**config.mk**
```make
export PLATFORM = sky130hd
export DESIGN_NAME = pixel_output_sync_framer
export DESIGN_NICKNAME = d
export VERILOG_FILES = /design/src/common/pixel_framer_pkg.sv /design/src/logic/lane_crc.sv /design/src/logic/pixel_output_sync_framer.sv
export VERILOG_INCLUDE_DIRS = /design/src /design/src/common
export SDC_FILE = /design/constraint.sdc
export NUM_CORES = 1
export LEC_CHECK = 0
export ABC_AREA = 0
export BUFFER_PORTS_ARGS = -buffer_cell sky130_fd_sc_hd__buf_2
export CORE_ASPECT_RATIO = 0.5
export CORE_MARGIN = 2
export CORE_UTILIZATION = 55
export CTS_BUF_LIST = sky130_fd_sc_hd__clkbuf_4 sky130_fd_sc_hd__clkbuf_8
export DETAILED_ROUTE_END_ITERATION = 16
export PLACE_DENSITY = 0.72
export SYNTH_ARGS = -nofsm -noshare
export SYNTH_HDL_FRONTEND = slang
export SYNTH_SLANG_ARGS = --single-unit
export TNS_END_PERCENT = 50
```
**constraint.sdc**
```tcl
create_clock -name clock -period 11.64 [get_ports clock]
set_clock_uncertainty 0.1 [all_clocks]
set_input_delay 0.582 -clock clock [delete_from_list [all_inputs] [get_ports clock]]
set_output_delay 0.582 -clock clock [all_outputs]
set_load 0.01 [all_outputs]
```
**src/common/pixel_framer_regs.svh**
```systemverilog
// Purpose: Offsets, reset values and codes of the pixel output framer
// Assumes: Word-wide register port, one register per address
// Notes:   Definitions only
`ifndef PIXEL_FRAMER_REGS_SVH
`define PIXEL_FRAMER_REGS_SVH

// Register addresses
`define ADDR_CLOCK_GEN     8'h20
`define ADDR_LANE_TRAIN    8'h82
`define ADDR_SYNC_MARKER   8'h83
`define ADDR_DARK_CLASS    8'h84
`define ADDR_IMAGE_CLASS   8'h85
`define ADDR_CSUM_CLASS    8'h86
`define ADDR_STRAIN_CLASS  8'h87
`define ADDR_CRC_SEED      8'h88
`define ADDR_STATUS        8'h89

// Field positions
`define CLOCK_GEN_DEPTH_BIT 3
`define CRC_SEED_BIT        0

// Reset values
`define RST_LANE_TRAIN     10'h3a6
`define RST_SYNC_MARKER    7'h2a
`define RST_DARK_CLASS     10'h015
`define RST_IMAGE_CLASS    10'h035
`define RST_CSUM_CLASS     10'h059
`define RST_STRAIN_CLASS   10'h3a6

// Boundary kinds in the top three bits of a sync word
`define KIND_FRAME_OPEN    3'h5
`define KIND_FRAME_CLOSE   3'h6
`define KIND_ROW_OPEN      3'h1
`define KIND_ROW_CLOSE     3'h2

// Checksum generators without their top term
`define CRC_POLY10         10'h24f
`define CRC_POLY8          8'h4d

`endif

```
**src/common/pixel_framer_pkg.sv**
```systemverilog
// Purpose: Types of the pixel output framer
// Assumes: Nothing
// Notes:   Constants live in pixel_framer_regs.svh
package pixel_framer_pkg;

  typedef enum logic [6:0] {
    ST_IDLE  = 7'h01,
    ST_OPEN  = 7'h02,
    ST_WID1  = 7'h04,
    ST_DATA  = 7'h08,
    ST_CLOSE = 7'h10,
    ST_WID2  = 7'h20,
    ST_CRC   = 7'h40
  } seq_state_type;

endpackage : pixel_framer_pkg

```
**src/logic/lane_crc.sv**
```systemverilog
// Purpose: Per-lane row checksum, 10-bit or 8-bit generator
// Assumes: One data word per enable, most significant bit first
// Notes:   Load and enable never coincide in the framer
`timescale 1ns/10ps
`include "pixel_framer_regs.svh"

module lane_crc (
  // Clock and reset
  input  wire logic       clock,
  input  wire logic       rstn,
  // Control
  input  wire logic       en,
  input  wire logic       load,
  input  wire logic       seed_ones,
  input  wire logic       depth8,
  // Data and result
  input  wire logic [9:0] data,
  output logic      [9:0] crc
);

  logic [9:0] crc_q;
  logic [9:0] crc_d;
  logic [9:0] seed;

  function automatic logic [9:0] crc_step(input logic [9:0] c,
                                          input logic [9:0] d,
                                          input logic       d8);
    logic [9:0] r;
    logic       fb;
    r  = c;
    fb = 1'b0;
    if (!d8)
    begin
      for (int i = 9; i >= 0; i--)
      begin
        fb = r[9] ^ d[i];
        r  = {r[8:0], 1'b0} ^ (fb ? `CRC_POLY10 : 10'h000);
      end
    end
    else
    begin
      for (int i = 7; i >= 0; i--)
      begin
        fb      = r[7] ^ d[i];
        r[7:0]  = {r[6:0], 1'b0} ^ (fb ? `CRC_POLY8 : 8'h00);
      end
      r[9:8] = 2'b00;
    end
    crc_step = r;
  endfunction : crc_step

  // Seed width follows the word depth
  assign seed  = seed_ones ? (depth8 ? 10'h0ff : 10'h3ff) : 10'h000;
  assign crc_d = crc_step(crc_q, data, depth8);

  always_ff @(posedge clock or negedge rstn)
  begin
    if (!rstn)
      crc_q <= 10'h000;
    else if (load)
      crc_q <= seed;
    else if (en)
      crc_q <= crc_d;
  end

  assign crc = crc_q;

endmodule : lane_crc

```
**src/logic/pixel_output_sync_framer.sv**
```systemverilog
// Purpose: Sync lane, four data lanes and parallel port of the output stage
// Assumes: Row and kernel inputs come from logic on clock
// Notes:   word_clk is sampled; one output word per rising edge of it
`timescale 1ns/10ps
`include "pixel_framer_regs.svh"

module pixel_output_sync_framer (
  // Clock and reset
  input  wire logic         clock,
  input  wire logic         rstn,
  // Register port
  input  wire logic         cfg_wr,
  input  wire logic [7:0]   cfg_addr,
  input  wire logic [9:0]   cfg_wdata,
  output logic      [9:0]   cfg_rdata,
  // Mode straps
  input  wire logic         parallel_sel,
  input  wire logic         subsample_en,
  input  wire logic         color_array,
  // Output word clock
  input  wire logic         word_clk,
  // Row request
  input  wire logic         row_req,
  input  wire logic [7:0]   row_win_mask,
  input  wire logic [7:0]   row_first_mask,
  input  wire logic [7:0]   row_last_mask,
  input  wire logic         row_dark,
  input  wire logic         row_frame_last,
  input  wire logic [7:0]   row_kernels,
  output logic              row_ack,
  // Kernel stream
  input  wire logic         kern_valid,
  input  wire logic [159:0] kern_pix,
  output logic              kern_ack,
  // Serial lanes
  output logic      [9:0]   sync_word,
  output logic      [9:0]   lane0_word,
  output logic      [9:0]   lane1_word,
  output logic      [9:0]   lane2_word,
  output logic      [9:0]   lane3_word,
  // Parallel port
  output logic      [9:0]   par_data,
  output logic              frame_valid,
  output logic              line_valid
);

  // Configuration
  logic [9:0] train_q;
  logic [6:0] marker_q;
  logic [9:0] dark_q;
  logic [9:0] image_q;
  logic [9:0] csum_q;
  logic [9:0] strain_q;
  logic       depth8_q;
  logic       seed_q;
  logic [9:0] rdata_q;
  logic [9:0] rdata_d;
  logic       depth8;

  // Word clock sampling
  logic       wclk_s1_q;
  logic       wclk_s2_q;
  logic       wclk_s3_q;
  logic       word_en;

  // Sequencer
  pixel_framer_pkg::seq_state_type state_q;
  pixel_framer_pkg::seq_state_type state_d;
  logic [2:0]   wcnt_q;
  logic [7:0]   kleft_q;
  logic         kodd_q;
  logic         have_k_q;
  logic [159:0] kbuf_q;
  logic [2:0]   hi_q;
  logic [2:0]   open_kind_q;
  logic [2:0]   close_kind_q;
  logic         dark_q_row;
  logic         flast_q;
  logic [2:0]   win_hi;
  logic [2:0]   last_w;
  logic         row_take;
  logic         kern_take;
  logic         data_word;
  logic         kern_done;
  logic         last_k;
  logic         fetch_state;
  logic         in_crc;
  logic         idle_st;

  // Outputs
  logic [9:0] sync_q;
  logic [9:0] sync_d;
  logic [9:0] lane_q [4];
  logic [9:0] lane_d [4];
  logic [9:0] par_q;
  logic       fv_q;
  logic       fv_d;
  logic       lv_q;
  logic       row_ack_q;
  logic       kern_ack_q;

  function automatic logic [9:0] narrow(input logic [9:0] x,
                                        input logic       d8);
    narrow = d8 ? {2'b00, x[9:2]} : x;
  endfunction : narrow

  function automatic logic [9:0] bound(input logic [2:0] kind,
                                       input logic [6:0] mk,
                                       input logic       d8);
    bound = d8 ? {2'b00, kind, mk[6:2]} : {kind, mk};
  endfunction : bound

  function automatic logic [9:0] wid(input logic [2:0] id,
                                     input logic       d8);
    wid = d8 ? {5'b00000, id, 2'b00} : {7'h00, id};
  endfunction : wid

  function automatic logic [2:0] highest(input logic [7:0] m);
    logic [2:0] h;
    h = 3'h0;
    for (int i = 0; i < 8; i++)
    begin
      if (m[i])
        h = 3'(i);
    end
    highest = h;
  endfunction : highest

  // Pixel position inside the kernel for output slot k
  function automatic logic [3:0] pix_pos(input logic [2:0] k,
                                         input logic       odd,
                                         input logic       sub,
                                         input logic       col);
    if (!sub)
      pix_pos = odd ? {1'b0, 3'h7 - k} : {1'b0, k};
    else if (col)
      pix_pos = {k[2:1], 1'b0, k[0]};
    else
      pix_pos = {k, 1'b0};
  endfunction : pix_pos

  // Register writes
  always_ff @(posedge clock or negedge rstn)
  begin
    if (!rstn)
    begin
      train_q  <= `RST_LANE_TRAIN;
      marker_q <= `RST_SYNC_MARKER;
      dark_q   <= `RST_DARK_CLASS;
      image_q  <= `RST_IMAGE_CLASS;
      csum_q   <= `RST_CSUM_CLASS;
      strain_q <= `RST_STRAIN_CLASS;
      depth8_q <= 1'b0;
      seed_q   <= 1'b0;
    end
    else if (cfg_wr)
    begin
      case (cfg_addr)
        `ADDR_LANE_TRAIN:   train_q  <= cfg_wdata;
        `ADDR_SYNC_MARKER:  marker_q <= cfg_wdata[6:0];
        `ADDR_DARK_CLASS:   dark_q   <= cfg_wdata;
        `ADDR_IMAGE_CLASS:  image_q  <= cfg_wdata;
        `ADDR_CSUM_CLASS:   csum_q   <= cfg_wdata;
        `ADDR_STRAIN_CLASS: strain_q <= cfg_wdata;
        `ADDR_CLOCK_GEN:    depth8_q <= cfg_wdata[`CLOCK_GEN_DEPTH_BIT];
        `ADDR_CRC_SEED:     seed_q   <= cfg_wdata[`CRC_SEED_BIT];
        default:            seed_q   <= seed_q;
      endcase
    end
  end

  // Read mux, unmapped addresses read zero
  assign rdata_d =
    (cfg_addr == `ADDR_LANE_TRAIN)   ? train_q :
    (cfg_addr == `ADDR_SYNC_MARKER)  ? {3'h0, marker_q} :
    (cfg_addr == `ADDR_DARK_CLASS)   ? dark_q :
    (cfg_addr == `ADDR_IMAGE_CLASS)  ? image_q :
    (cfg_addr == `ADDR_CSUM_CLASS)   ? csum_q :
    (cfg_addr == `ADDR_STRAIN_CLASS) ? strain_q :
    (cfg_addr == `ADDR_CLOCK_GEN)    ? {6'h00, depth8_q, 3'h0} :
    (cfg_addr == `ADDR_CRC_SEED)     ? {9'h000, seed_q} :
    (cfg_addr == `ADDR_STATUS)       ? {1'b0, fv_q, lv_q, state_q} :
                                       10'h000;

  // Parallel port has no 8-bit mode
  assign depth8 = depth8_q & ~parallel_sel;

  // Word clock comes from outside; the second and third stages are read for its rising edge
  assign word_en = wclk_s2_q & ~wclk_s3_q;

  always_ff @(posedge clock or negedge rstn)
  begin
    if (!rstn)
    begin
      wclk_s1_q <= 1'b0;
      wclk_s2_q <= 1'b0;
      wclk_s3_q <= 1'b0;
    end
    else
    begin
      wclk_s1_q <= word_clk;
      wclk_s2_q <= wclk_s1_q;
      wclk_s3_q <= wclk_s2_q;
    end
  end

  // Sequencer decode
  assign win_hi      = highest(row_win_mask);
  assign last_w      = parallel_sel ? 3'h7 : 3'h1;
  assign data_word   = (state_q == pixel_framer_pkg::ST_DATA) && have_k_q;
  assign kern_done   = data_word && (wcnt_q == last_w);
  assign last_k      = (kleft_q == 8'h01);
  assign in_crc      = (state_q == pixel_framer_pkg::ST_CRC);
  assign idle_st     = (state_q == pixel_framer_pkg::ST_IDLE);
  assign row_take    = word_en && row_req && (row_kernels != 8'h00) &&
                       (state_q == pixel_framer_pkg::ST_IDLE);
  assign fetch_state = (state_q == pixel_framer_pkg::ST_OPEN) ||
                       (state_q == pixel_framer_pkg::ST_WID1) ||
                       (state_q == pixel_framer_pkg::ST_DATA);
  // Prefetch during the boundary words hides kernel latency
  assign kern_take   = fetch_state && !have_k_q && kern_valid &&
                       (kleft_q != 8'h00);

  always_comb
  begin
    state_d = state_q;
    case (state_q)
      pixel_framer_pkg::ST_IDLE:
        if (row_take)
          state_d = pixel_framer_pkg::ST_OPEN;
      pixel_framer_pkg::ST_OPEN:
        if (word_en)
          state_d = pixel_framer_pkg::ST_WID1;
      pixel_framer_pkg::ST_WID1:
        if (word_en)
          state_d = pixel_framer_pkg::ST_DATA;
      pixel_framer_pkg::ST_DATA:
        if (word_en && kern_done && last_k)
          state_d = parallel_sel ? pixel_framer_pkg::ST_CRC
                                 : pixel_framer_pkg::ST_CLOSE;
      pixel_framer_pkg::ST_CLOSE:
        if (word_en)
          state_d = pixel_framer_pkg::ST_WID2;
      pixel_framer_pkg::ST_WID2:
        if (word_en)
          state_d = pixel_framer_pkg::ST_CRC;
      pixel_framer_pkg::ST_CRC:
        if (word_en)
          state_d = pixel_framer_pkg::ST_IDLE;
      default:
        state_d = pixel_framer_pkg::ST_IDLE;
    endcase
  end

  // Sync lane word for the current state
  always_comb
  begin
    case (state_q)
      pixel_framer_pkg::ST_OPEN:
        sync_d = bound(open_kind_q, marker_q, depth8);
      pixel_framer_pkg::ST_WID1,
      pixel_framer_pkg::ST_WID2:
        sync_d = wid(hi_q, depth8);
      pixel_framer_pkg::ST_DATA:
        sync_d = !have_k_q ? narrow(strain_q, depth8) :
                 dark_q_row ? narrow(dark_q, depth8)
                            : narrow(image_q, depth8);
      pixel_framer_pkg::ST_CLOSE:
        sync_d = bound(close_kind_q, marker_q, depth8);
      pixel_framer_pkg::ST_CRC:
        sync_d = narrow(csum_q, depth8);
      default:
        sync_d = narrow(strain_q, depth8);
    endcase
  end

  // Frame strobe rises with the first row, falls after the last checksum
  assign fv_d = row_take ? 1'b1 :
                (idle_st && flast_q) ? 1'b0 : fv_q;

  // Data lanes with their own checksum registers
  for (genvar l = 0; l < 4; l++)
  begin : g_lane
    logic [2:0] slot;
    logic [3:0] pos;
    logic [9:0] pix;
    logic [9:0] crc;
    assign slot = parallel_sel ? wcnt_q : {2'(l), wcnt_q[0]};
    assign pos  = pix_pos(slot, kodd_q, subsample_en, color_array);
    assign pix  = kbuf_q[pos * 10 +: 10];
    assign lane_d[l] = in_crc ? crc :
                       data_word ? narrow(pix, depth8)
                                 : narrow(train_q, depth8);

    lane_crc u_crc (
      .clock     (clock),
      .rstn      (rstn),
      .en        (word_en && data_word),
      .load      (row_take),
      .seed_ones (seed_q),
      .depth8    (depth8),
      .data      (lane_d[l]),
      .crc       (crc)
    );
  end

  // Sequencer state
  always_ff @(posedge clock or negedge rstn)
  begin
    if (!rstn)
    begin
      state_q      <= pixel_framer_pkg::ST_IDLE;
      wcnt_q       <= 3'h0;
      kleft_q      <= 8'h00;
      kodd_q       <= 1'b0;
      hi_q         <= 3'h0;
      open_kind_q  <= `KIND_ROW_OPEN;
      close_kind_q <= `KIND_ROW_CLOSE;
      dark_q_row   <= 1'b0;
      flast_q      <= 1'b0;
    end
    else
    begin
      state_q <= state_d;
      if (row_take)
      begin
        kleft_q      <= row_kernels;
        kodd_q       <= 1'b0;
        wcnt_q       <= 3'h0;
        hi_q         <= win_hi;
        open_kind_q  <= row_first_mask[win_hi] ? `KIND_FRAME_OPEN
                                               : `KIND_ROW_OPEN;
        close_kind_q <= row_last_mask[win_hi] ? `KIND_FRAME_CLOSE
                                              : `KIND_ROW_CLOSE;
        dark_q_row   <= row_dark;
        flast_q      <= row_frame_last;
      end
      else if (word_en && data_word)
      begin
        wcnt_q <= kern_done ? 3'h0 : wcnt_q + 3'h1;
        if (kern_done)
        begin
          kleft_q <= kleft_q - 8'h01;
          kodd_q  <= ~kodd_q;
        end
      end
    end
  end

  // Kernel holding register
  always_ff @(posedge clock or negedge rstn)
  begin
    if (!rstn)
    begin
      have_k_q <= 1'b0;
      kbuf_q   <= 160'h0;
    end
    else if (kern_take)
    begin
      have_k_q <= 1'b1;
      kbuf_q   <= kern_pix;
    end
    else if (word_en && kern_done)
      have_k_q <= 1'b0;
  end

  // All lanes change on the same word enable
  always_ff @(posedge clock or negedge rstn)
  begin
    if (!rstn)
    begin
      sync_q <= `RST_STRAIN_CLASS;
      par_q  <= `RST_LANE_TRAIN;
      fv_q   <= 1'b0;
      lv_q   <= 1'b0;
      for (int i = 0; i < 4; i++)
        lane_q[i] <= `RST_LANE_TRAIN;
    end
    else if (word_en)
    begin
      sync_q <= sync_d;
      par_q  <= lane_d[0];
      fv_q   <= fv_d;
      lv_q   <= data_word;
      for (int i = 0; i < 4; i++)
        lane_q[i] <= lane_d[i];
    end
  end

  // Handshake pulses and read data
  always_ff @(posedge clock or negedge rstn)
  begin
    if (!rstn)
    begin
      row_ack_q  <= 1'b0;
      kern_ack_q <= 1'b0;
      rdata_q    <= 10'h000;
    end
    else
    begin
      row_ack_q  <= row_take;
      kern_ack_q <= kern_take;
      rdata_q    <= rdata_d;
    end
  end

  assign cfg_rdata   = rdata_q;
  assign row_ack     = row_ack_q;
  assign kern_ack    = kern_ack_q;
  assign sync_word   = sync_q;
  assign lane0_word  = lane_q[0];
  assign lane1_word  = lane_q[1];
  assign lane2_word  = lane_q[2];
  assign lane3_word  = lane_q[3];
  assign par_data    = par_q;
  assign frame_valid = fv_q;
  assign line_valid  = lv_q;

endmodule : pixel_output_sync_framer

```
-- Word-level counts from Yosys, hierarchy flattened
Index checks and enable logic that the tools add are counted.
- add/sub/neg operators: 6
- $mul: 4
- magnitude comparators: 1
- equal/unequal tests: 25
- shift-type cells: 4
- multiplexer cells: 170
- bitwise gates (word level): 149
- reductions and logical operators: 33
- operators with widths (cell ; number):
    10-bit 2-to-1 mux ; 81
    160-bit by 9-bit indexed part select with 10-bit output ; 4
    10-bit XOR ; 40
    7-bit 2-to-1 mux ; 40
    8-bit XOR ; 32
    1-bit XOR ; 72
    8-bit equality test, second input constant ; 8
    3-bit 2-to-1 mux ; 20
    10-bit case mux with 5 select lines ; 1
    7-bit case mux with 7 select lines ; 1
    4-bit by 3-bit multiplier with 7-bit output, second input constant ; 4
    9-bit 2-to-1 mux ; 3
    8-bit 2-to-1 mux ; 3
    2-bit AND reduction ; 10
    4-bit 2-to-1 mux ; 4
    8-bit nonzero test ; 2
    1-bit logical AND ; 12
    2-bit != test, second input constant ; 6
    3-bit subtractor, first input constant ; 4
    1-bit 2-to-1 mux ; 10
    8-bit by 1-bit equality test with 1-bit output, second input constant ; 1
    8-bit by 6-bit equality test with 1-bit output, second input constant ; 1
    2-bit 2-to-1 mux ; 4
    2-bit nonzero test ; 4
    20 further kinds ; 25
- bits in registers: 357
- input bits: 221
- output and inout bits: 74
- logic and storage cells: 428

-- Depth between registers and ports, before layout
- word-level depth: 42
- depth in mapped cells: 21
- gate-level depth less buffers: 16

-- Modules after synthesis
Synthesis repeated with hierarchy kept, for this count alone.
- cell total of the unflattened synthesis: 2958
- area, all modules: 25265.5 um2
- modules (own cells, without submodules) (module ; instances ; cells an instance ; area each (um2) ; sequential area each (um2)):
    pixel_output_sync_framer ; 1 ; 2542 ; 21071.5 ; 7903.8
    lane_crc ; 4 ; 104 ; 1048.5 ; 250.2

-- Least setup slack after synthesis
Ideal clock, no wire load.
- path type: input -> register
- start point: input port parallel_sel
- end point: register g_lane[2].u_crc.crc_q[6]
- setup time: 0.087 ns
- arrival: 4.119 ns
- data required time: 11.453 ns
- path slack: 7.334 ns
- cell stages on the path: 15
- path buffers: 3
- path through: ha_1 > clkbuf_1 > nand2b_1 > clkbuf_1 > clkbuf_1 > mux4_2 > mux2_2 > a221o_1 > mux2i_4 > xor2_1 > xnor2_1 > xnor3_1 > xnor2_1 > nor2_1 > a211oi_2
- word-level cells in the longest chain between the ends: 42
- ends and longest elaborated chain (element ; line ; source):
    from (decl) ; pixel_output_sync_framer.sv:17 ; input wire logic parallel_sel,
    3-bit 2-to-1 mux ; pixel_output_sync_framer.sv:288 ; assign slot = parallel_sel ? wcnt_q : {2'(l), wcnt_q[0]};
    3-bit subtractor ; pixel_output_sync_framer.sv:135 ; pix_pos = odd ? {1'b0, 3'h7 - k} : {1'b0, k};
    3-bit 2-to-1 mux ; pixel_output_sync_framer.sv:135 ;
    4-bit 2-to-1 mux ; pixel_output_sync_framer.sv:134 ; if (!sub)
    4-bit by 3-bit multiplier with 7-bit output ; pixel_output_sync_framer.sv:290 ; assign pix = kbuf_q[pos * 10 +: 10];
    160-bit by 9-bit indexed part select with 10-bit output ; pixel_output_sync_framer.sv:290 ;
    10-bit 2-to-1 mux ; pixel_output_sync_framer.sv:104 ; narrow = d8 ? {2'b00, x[9:2]} : x;
    10-bit 2-to-1 mux ; pixel_output_sync_framer.sv:292 ; data_word ? narrow(pix, depth8)
    [26 not listed] ; -- ;
    10-bit 2-to-1 mux ; lane_crc.sv:37 ; r = {r[8:0], 1'b0} ^ (fb ? `CRC_POLY10 : 10'h000);
    10-bit XOR ; lane_crc.sv:37 ;
    1-bit XOR ; lane_crc.sv:36 ; fb = r[9] ^ d[i];
    10-bit 2-to-1 mux ; lane_crc.sv:37 ;
    10-bit XOR ; lane_crc.sv:37 ;
    10-bit 2-to-1 mux (*) ; lane_crc.sv:32 ; if (!d8)
    10-bit 2-to-1 mux (*) ; lane_crc.sv:62 ; else if (en)
    10-bit 2-to-1 mux (*) ; lane_crc.sv:60 ; else if (load)
    to (signal assigned) ; lane_crc.sv:63 ; crc_q <= crc_d;
    to (decl) ; lane_crc.sv:21 ; logic [9:0] crc_q;
Every way passes the cells marked *; elsewhere a longest branch is shown, timed or not. The select of a mux whose other input is x is not followed.
A chain may end at the register's enable or synchronous reset.

-- Final worst setup path
- start point: register wcnt_q[0]
- end point: register g_lane[2].u_crc.crc_q[6]
- word-level cells in the longest chain between the ends: 42
- ends and longest elaborated chain (element ; line ; source):
    from (decl) ; pixel_output_sync_framer.sv:69 ; logic [2:0] wcnt_q;
    from (signal assigned) ; pixel_output_sync_framer.sv:340 ; wcnt_q <= kern_done ? 3'h0 : wcnt_q + 3'h1;
    3-bit 2-to-1 mux (*) ; pixel_output_sync_framer.sv:288 ;
    3-bit subtractor ; pixel_output_sync_framer.sv:135 ;
    3-bit 2-to-1 mux ; pixel_output_sync_framer.sv:135 ;
    4-bit 2-to-1 mux (*) ; pixel_output_sync_framer.sv:134 ;
    4-bit by 3-bit multiplier with 7-bit output (*) ; pixel_output_sync_framer.sv:290 ;
    160-bit by 9-bit indexed part select with 10-bit output (*) ; pixel_output_sync_framer.sv:290 ;
    10-bit 2-to-1 mux (*) ; pixel_output_sync_framer.sv:104 ;
    10-bit 2-to-1 mux (*) ; pixel_output_sync_framer.sv:292 ;
    [26 not listed] ; -- ;
    10-bit 2-to-1 mux ; lane_crc.sv:37 ;
    10-bit XOR ; lane_crc.sv:37 ;
    1-bit XOR ; lane_crc.sv:36 ;
    10-bit 2-to-1 mux ; lane_crc.sv:37 ;
    10-bit XOR ; lane_crc.sv:37 ;
    10-bit 2-to-1 mux (*) ; lane_crc.sv:32 ;
    10-bit 2-to-1 mux (*) ; lane_crc.sv:62 ;
    10-bit 2-to-1 mux (*) ; lane_crc.sv:60 ;
Marks and branches as above.

==> impl_metrics.py <==
metrics = {
    "global_routing": {
        "antenna_found_initial": 1,
        "grt_max_degree": 103,
        "grt_pass1_vias": 22566,
        "track_usage": 0.368,
        "grt_pass1_wl_um": 136000,
        "overflow": 0,
    },
    "synth": {
        "yosysMostFrequentCell": "nand2_1",
        "synth.top_cell.area_share": 0.291,
        "async_flop_share": 1.00,
        "synth_nets": 3209,
        "yosysTopAreaCell": "dfrtp_1",
        "synth-seq-area-share": 0.350,
        "syn_area_mm2": 0.0255,
        "synth_edf_count": 0,
        "syn_inst": 2980,
        "synth_warnings": 0,
        "synth_common_cells": "715 x nand2_1, 296 x dfrtp_1, 184 x mux2i_1",
        "ys_top_cells_by_area": "dfrtp_1 29%, nand2_1 11%, mux2i_1 7.2%, dfstp_2 5.9%, mux2_2 3.7%",
        "synthFlopType": "dfrtp_1",
        "ys_ff_latch": 353,
        "synth_cell_type_count": 96,
        "synth.avg_cell_area_um2": 8.55,
    },
    "die": {
        "start_util": 0.560,
        "core_region_area_mm2": 0.0455,
        "die_y_um": 156,
        "dieArea_mm2": 0.0482,
        "rows": 55,
        "die_w_um": 308,
        "ioPinCount": 295,
    },
    "hold_path": {
        "min_from": "kern_pix[79]",
        "hold_class": "in -> reg",
    },
    "drt": {
        "ant_nets": 0,
        "viasPerCell": 6.33,
        "met2WireLength_um": 40000,
        "drt-initial-drc-count": 2828,
        "finalWirelength_um": 90000,
        "vias": 24262,
        "dr.pass1.iters": 6,
        "detail_route.wirelength.met1_um": 39200,
        "wire_per_inst_um": 23.5,
        "drt_drc_violations_left": 0,
        "highest_layer": "met5",
        "wl_met3_um": 8220,
    },
    "setup_path": {
        "critPathLaunchType": "flop",
        "cp_slowest_cell": "dfrtp_4",
        "reg2reg_from": "wcnt_q[0]$_DFFE_PN0P_",
        "crit_chain": "a21boi_1 > nor2_4 > buf_4 > o221ai_1 > mux4_2 > a211o_1 > a221oi_2 > mux2i_1 > xor2_1 > xnor2_1 > xnor3_1 > xnor2_1 > nor2_1 > a211oi_2",
        "path_buf_inv": 1,
        "startpoint": "wcnt_q[0]$_DFFE_PN0P_",
        "crit_type": "reg -> reg",
        "required_ns": 12.12,
        "crit_path_end_kind": "flop",
        "worst_path_most_repeated_cell": "xnor2_1",
        "slowest_delay_ns": 0.91,
        "crit_arrival_ns": 7.22,
        "cp_top_family": "compound AO/OA/AOI/OAI gates",
        "cp_max_fo": 62,
    },
    "power_and_ir_drop": {
        "p_comb_frac": 0.491,
        "pwr-share-seq": 0.321,
        "leakagePower_nw": 12.4,
        "powerDensity_mw_per_mm2": 221,
        "swShare": 0.431,
        "switching_power_mw": 2.70,
        "p_int_mw": 3.56,
        "peakVddDrop_mv": 0.134,
        "clkPwrFrac": 0.188,
    },
    "layout": {
        "drive_gt1_frac": 0.207,
        "fillers": 3988,
        "diodes": 0,
        "finish.net_count": 3393,
        "regArea_mm2": 0.00891,
        "area_delta_synth_final_pct": 11.2,
        "stdcell_count": 3830,
        "multi_input_area_mm2": 0.0153,
    },
    "place": {
        "gp_congestion": 1.03,
        "place_hpwl_um": 64200,
        "dp.cells": 3719,
        "port_buffers": 293,
    },
    "clocking": {
        "htreeDepth": 2,
        "cts_sinks": 353,
        "clkLatencyLatePin_ns": 0.67,
        "hold_buffers": 17,
        "ctsResizeCount": 0,
        "clockBufferDepth": 3,
        "clk_pin_slew_ns": 0.07,
        "cts-root-buf": "clkbuf_8",
        "cts_setup_buffers": 0,
        "numCtsBuffers": 53,
        "cts_tree": "built",
    },
    "sta": {
        "post-route-period-util": 0.579,
        "post-route-min-period_ns": 6.74,
        "slew_headroom": 0.191,
        "fin_setup_tns_ns": 0,
        "finalSetupViolCount": 0,
        "finalHoldViolCount": 0,
        "worst_pin_slew_ns": 1.21,
        "slew_violations": 0,
        "whs_ns": 0.0284,
        "rsz0062_at_grt": "false",
        "max_freq_mhz": 148,
    },
    "status": {
        "run_status": "completed",
    },
    "job": {
        "cap_violations": 0,
    },
}
-- per-layer routing --
layer | vias to the layer above | GRT usage
li1 | 11007 | -
met1 | 11914 | 0.528
met2 | 1167 | 0.565
met3 | 172 | 0.0714
met4 | 2 | 0.110
met5 | - | 0
-- tightest hold or removal path, delay by kind of cell --
kind / cells / cell delay (ns)
buffers and inverters: 1 / 0.07
and+or+nand+nor: 2 / 0.08
-- registers in the layout (all words and copies together), names as in the netlist, 3 cells and up --
| name | count |
|---|---|
| kbuf_q | 160 |
| g_lane.u_crc.crc | 40 |
| par_data | 10 |
| strain_q | 10 |
| hi_q | 3 |
| train_q | 10 |
| kleft_q | 8 |
| wcnt_q | 3 |
| lane3_word | 10 |
| lane2_word | 10 |
| dark_q | 10 |
| marker_q | 7 |
| lane1_word | 10 |
| csum_q | 10 |
| cfg_rdata | 10 |
| sync_word | 10 |
| state_q | 7 |
| image_q | 10 |
-- power by group through the flow --
stage	combinational, mW	clock (mW)	sequential [mW]
6_report	3.08	1.18	2.01
5_1_grt	3.32	1.25	2.06
4_1_cts	3.02	1.20	2.00
3_5_place_dp	2.99	0	2.02
3_3_place_gp	2.95	0	2.00
2_1_floorplan	2.32	0	1.87
-- path summary, 6_finish.rpt --
kind                       slack [ns]                            endpoint  depth (start not counted)
max                              4.90  g_lane[2].u_crc.crc[6]$_DFFE_PN0P_                         14
min                              0.03              kbuf_q[79]$_DFFE_PN0P_                          3
max reg2reg                      4.90  g_lane[2].u_crc.crc[6]$_DFFE_PN0P_                         14
min reg2reg                      0.25                 wclk_s2_q$_DFF_PN0_                          0
max in group asynchronous        8.76             kbuf_q[122]$_DFFE_PN0P_                          4
min in group asynchronous        0.43              image_q[8]$_DFFE_PN0P_                          2
-- layout make-up --
class | instances | area share
multi-input combinational | 2371 | 0.541
tap | 627 | 0.0277
clock buffer | 80 | 0.0358
sequential | 353 | 0.314
timing repair buffer | 358 | 0.0709
clock inverter | 14 | 0.00653
inverter | 27 | 0.00366
-- logic make-up after synthesis --
logic type / share of synthesized area
compound gates: 0.185
xor+xnor: 0.0651
fa+ha+maj: 0.00393
buf+inv: 0.0510
flops: 0.350
mux: 0.135
simple gates: 0.211
-- cell usage in the layout, fill, tap and decap left out, types with 11 or more instances in the layout --
cell,n
mux2_2,83
nand3_1,28
a22oi_1,32
buf_4,49
nor2b_1,11
nor2_1,180
nor3_1,29
dfrtp_1,294
o21a_1,19
a31oi_1,38
mux2i_1,183
o221ai_1,81
a211oi_1,25
buf_2,291
clkbuf_4,14
clkbuf_8,66
xnor2_1,104
nor3b_1,68
dlygate4sd3_1,17
o22ai_1,19
o211ai_1,23
dfstp_2,57
mux4_2,23
a221oi_1,24
o21ai_0,124
inv_1,25
nand2b_1,72
a21oi_1,176
nand4_1,21
nand2_1,715
a222oi_1,11
xor2_1,59
-- per-stage QoR --
step / worst slack (ns) / utilization / power [mW] / area (um2)
final: 4.90 / 0.623 / 6.27 / 28300
after global routing: 4.68 / 0.623 / 6.63 / 28300
after CTS: 5.12 / 0.623 / 6.21 / 28300
after detailed placement: 5.15 / 0.593 / 5.01 / 27000
after global placement: 5.21 / 0.593 / 4.95 / 27000
after floorplan: 7.33 / - / 4.20 / 25500
No activity file was read; power rests on OpenSTA's default activity.
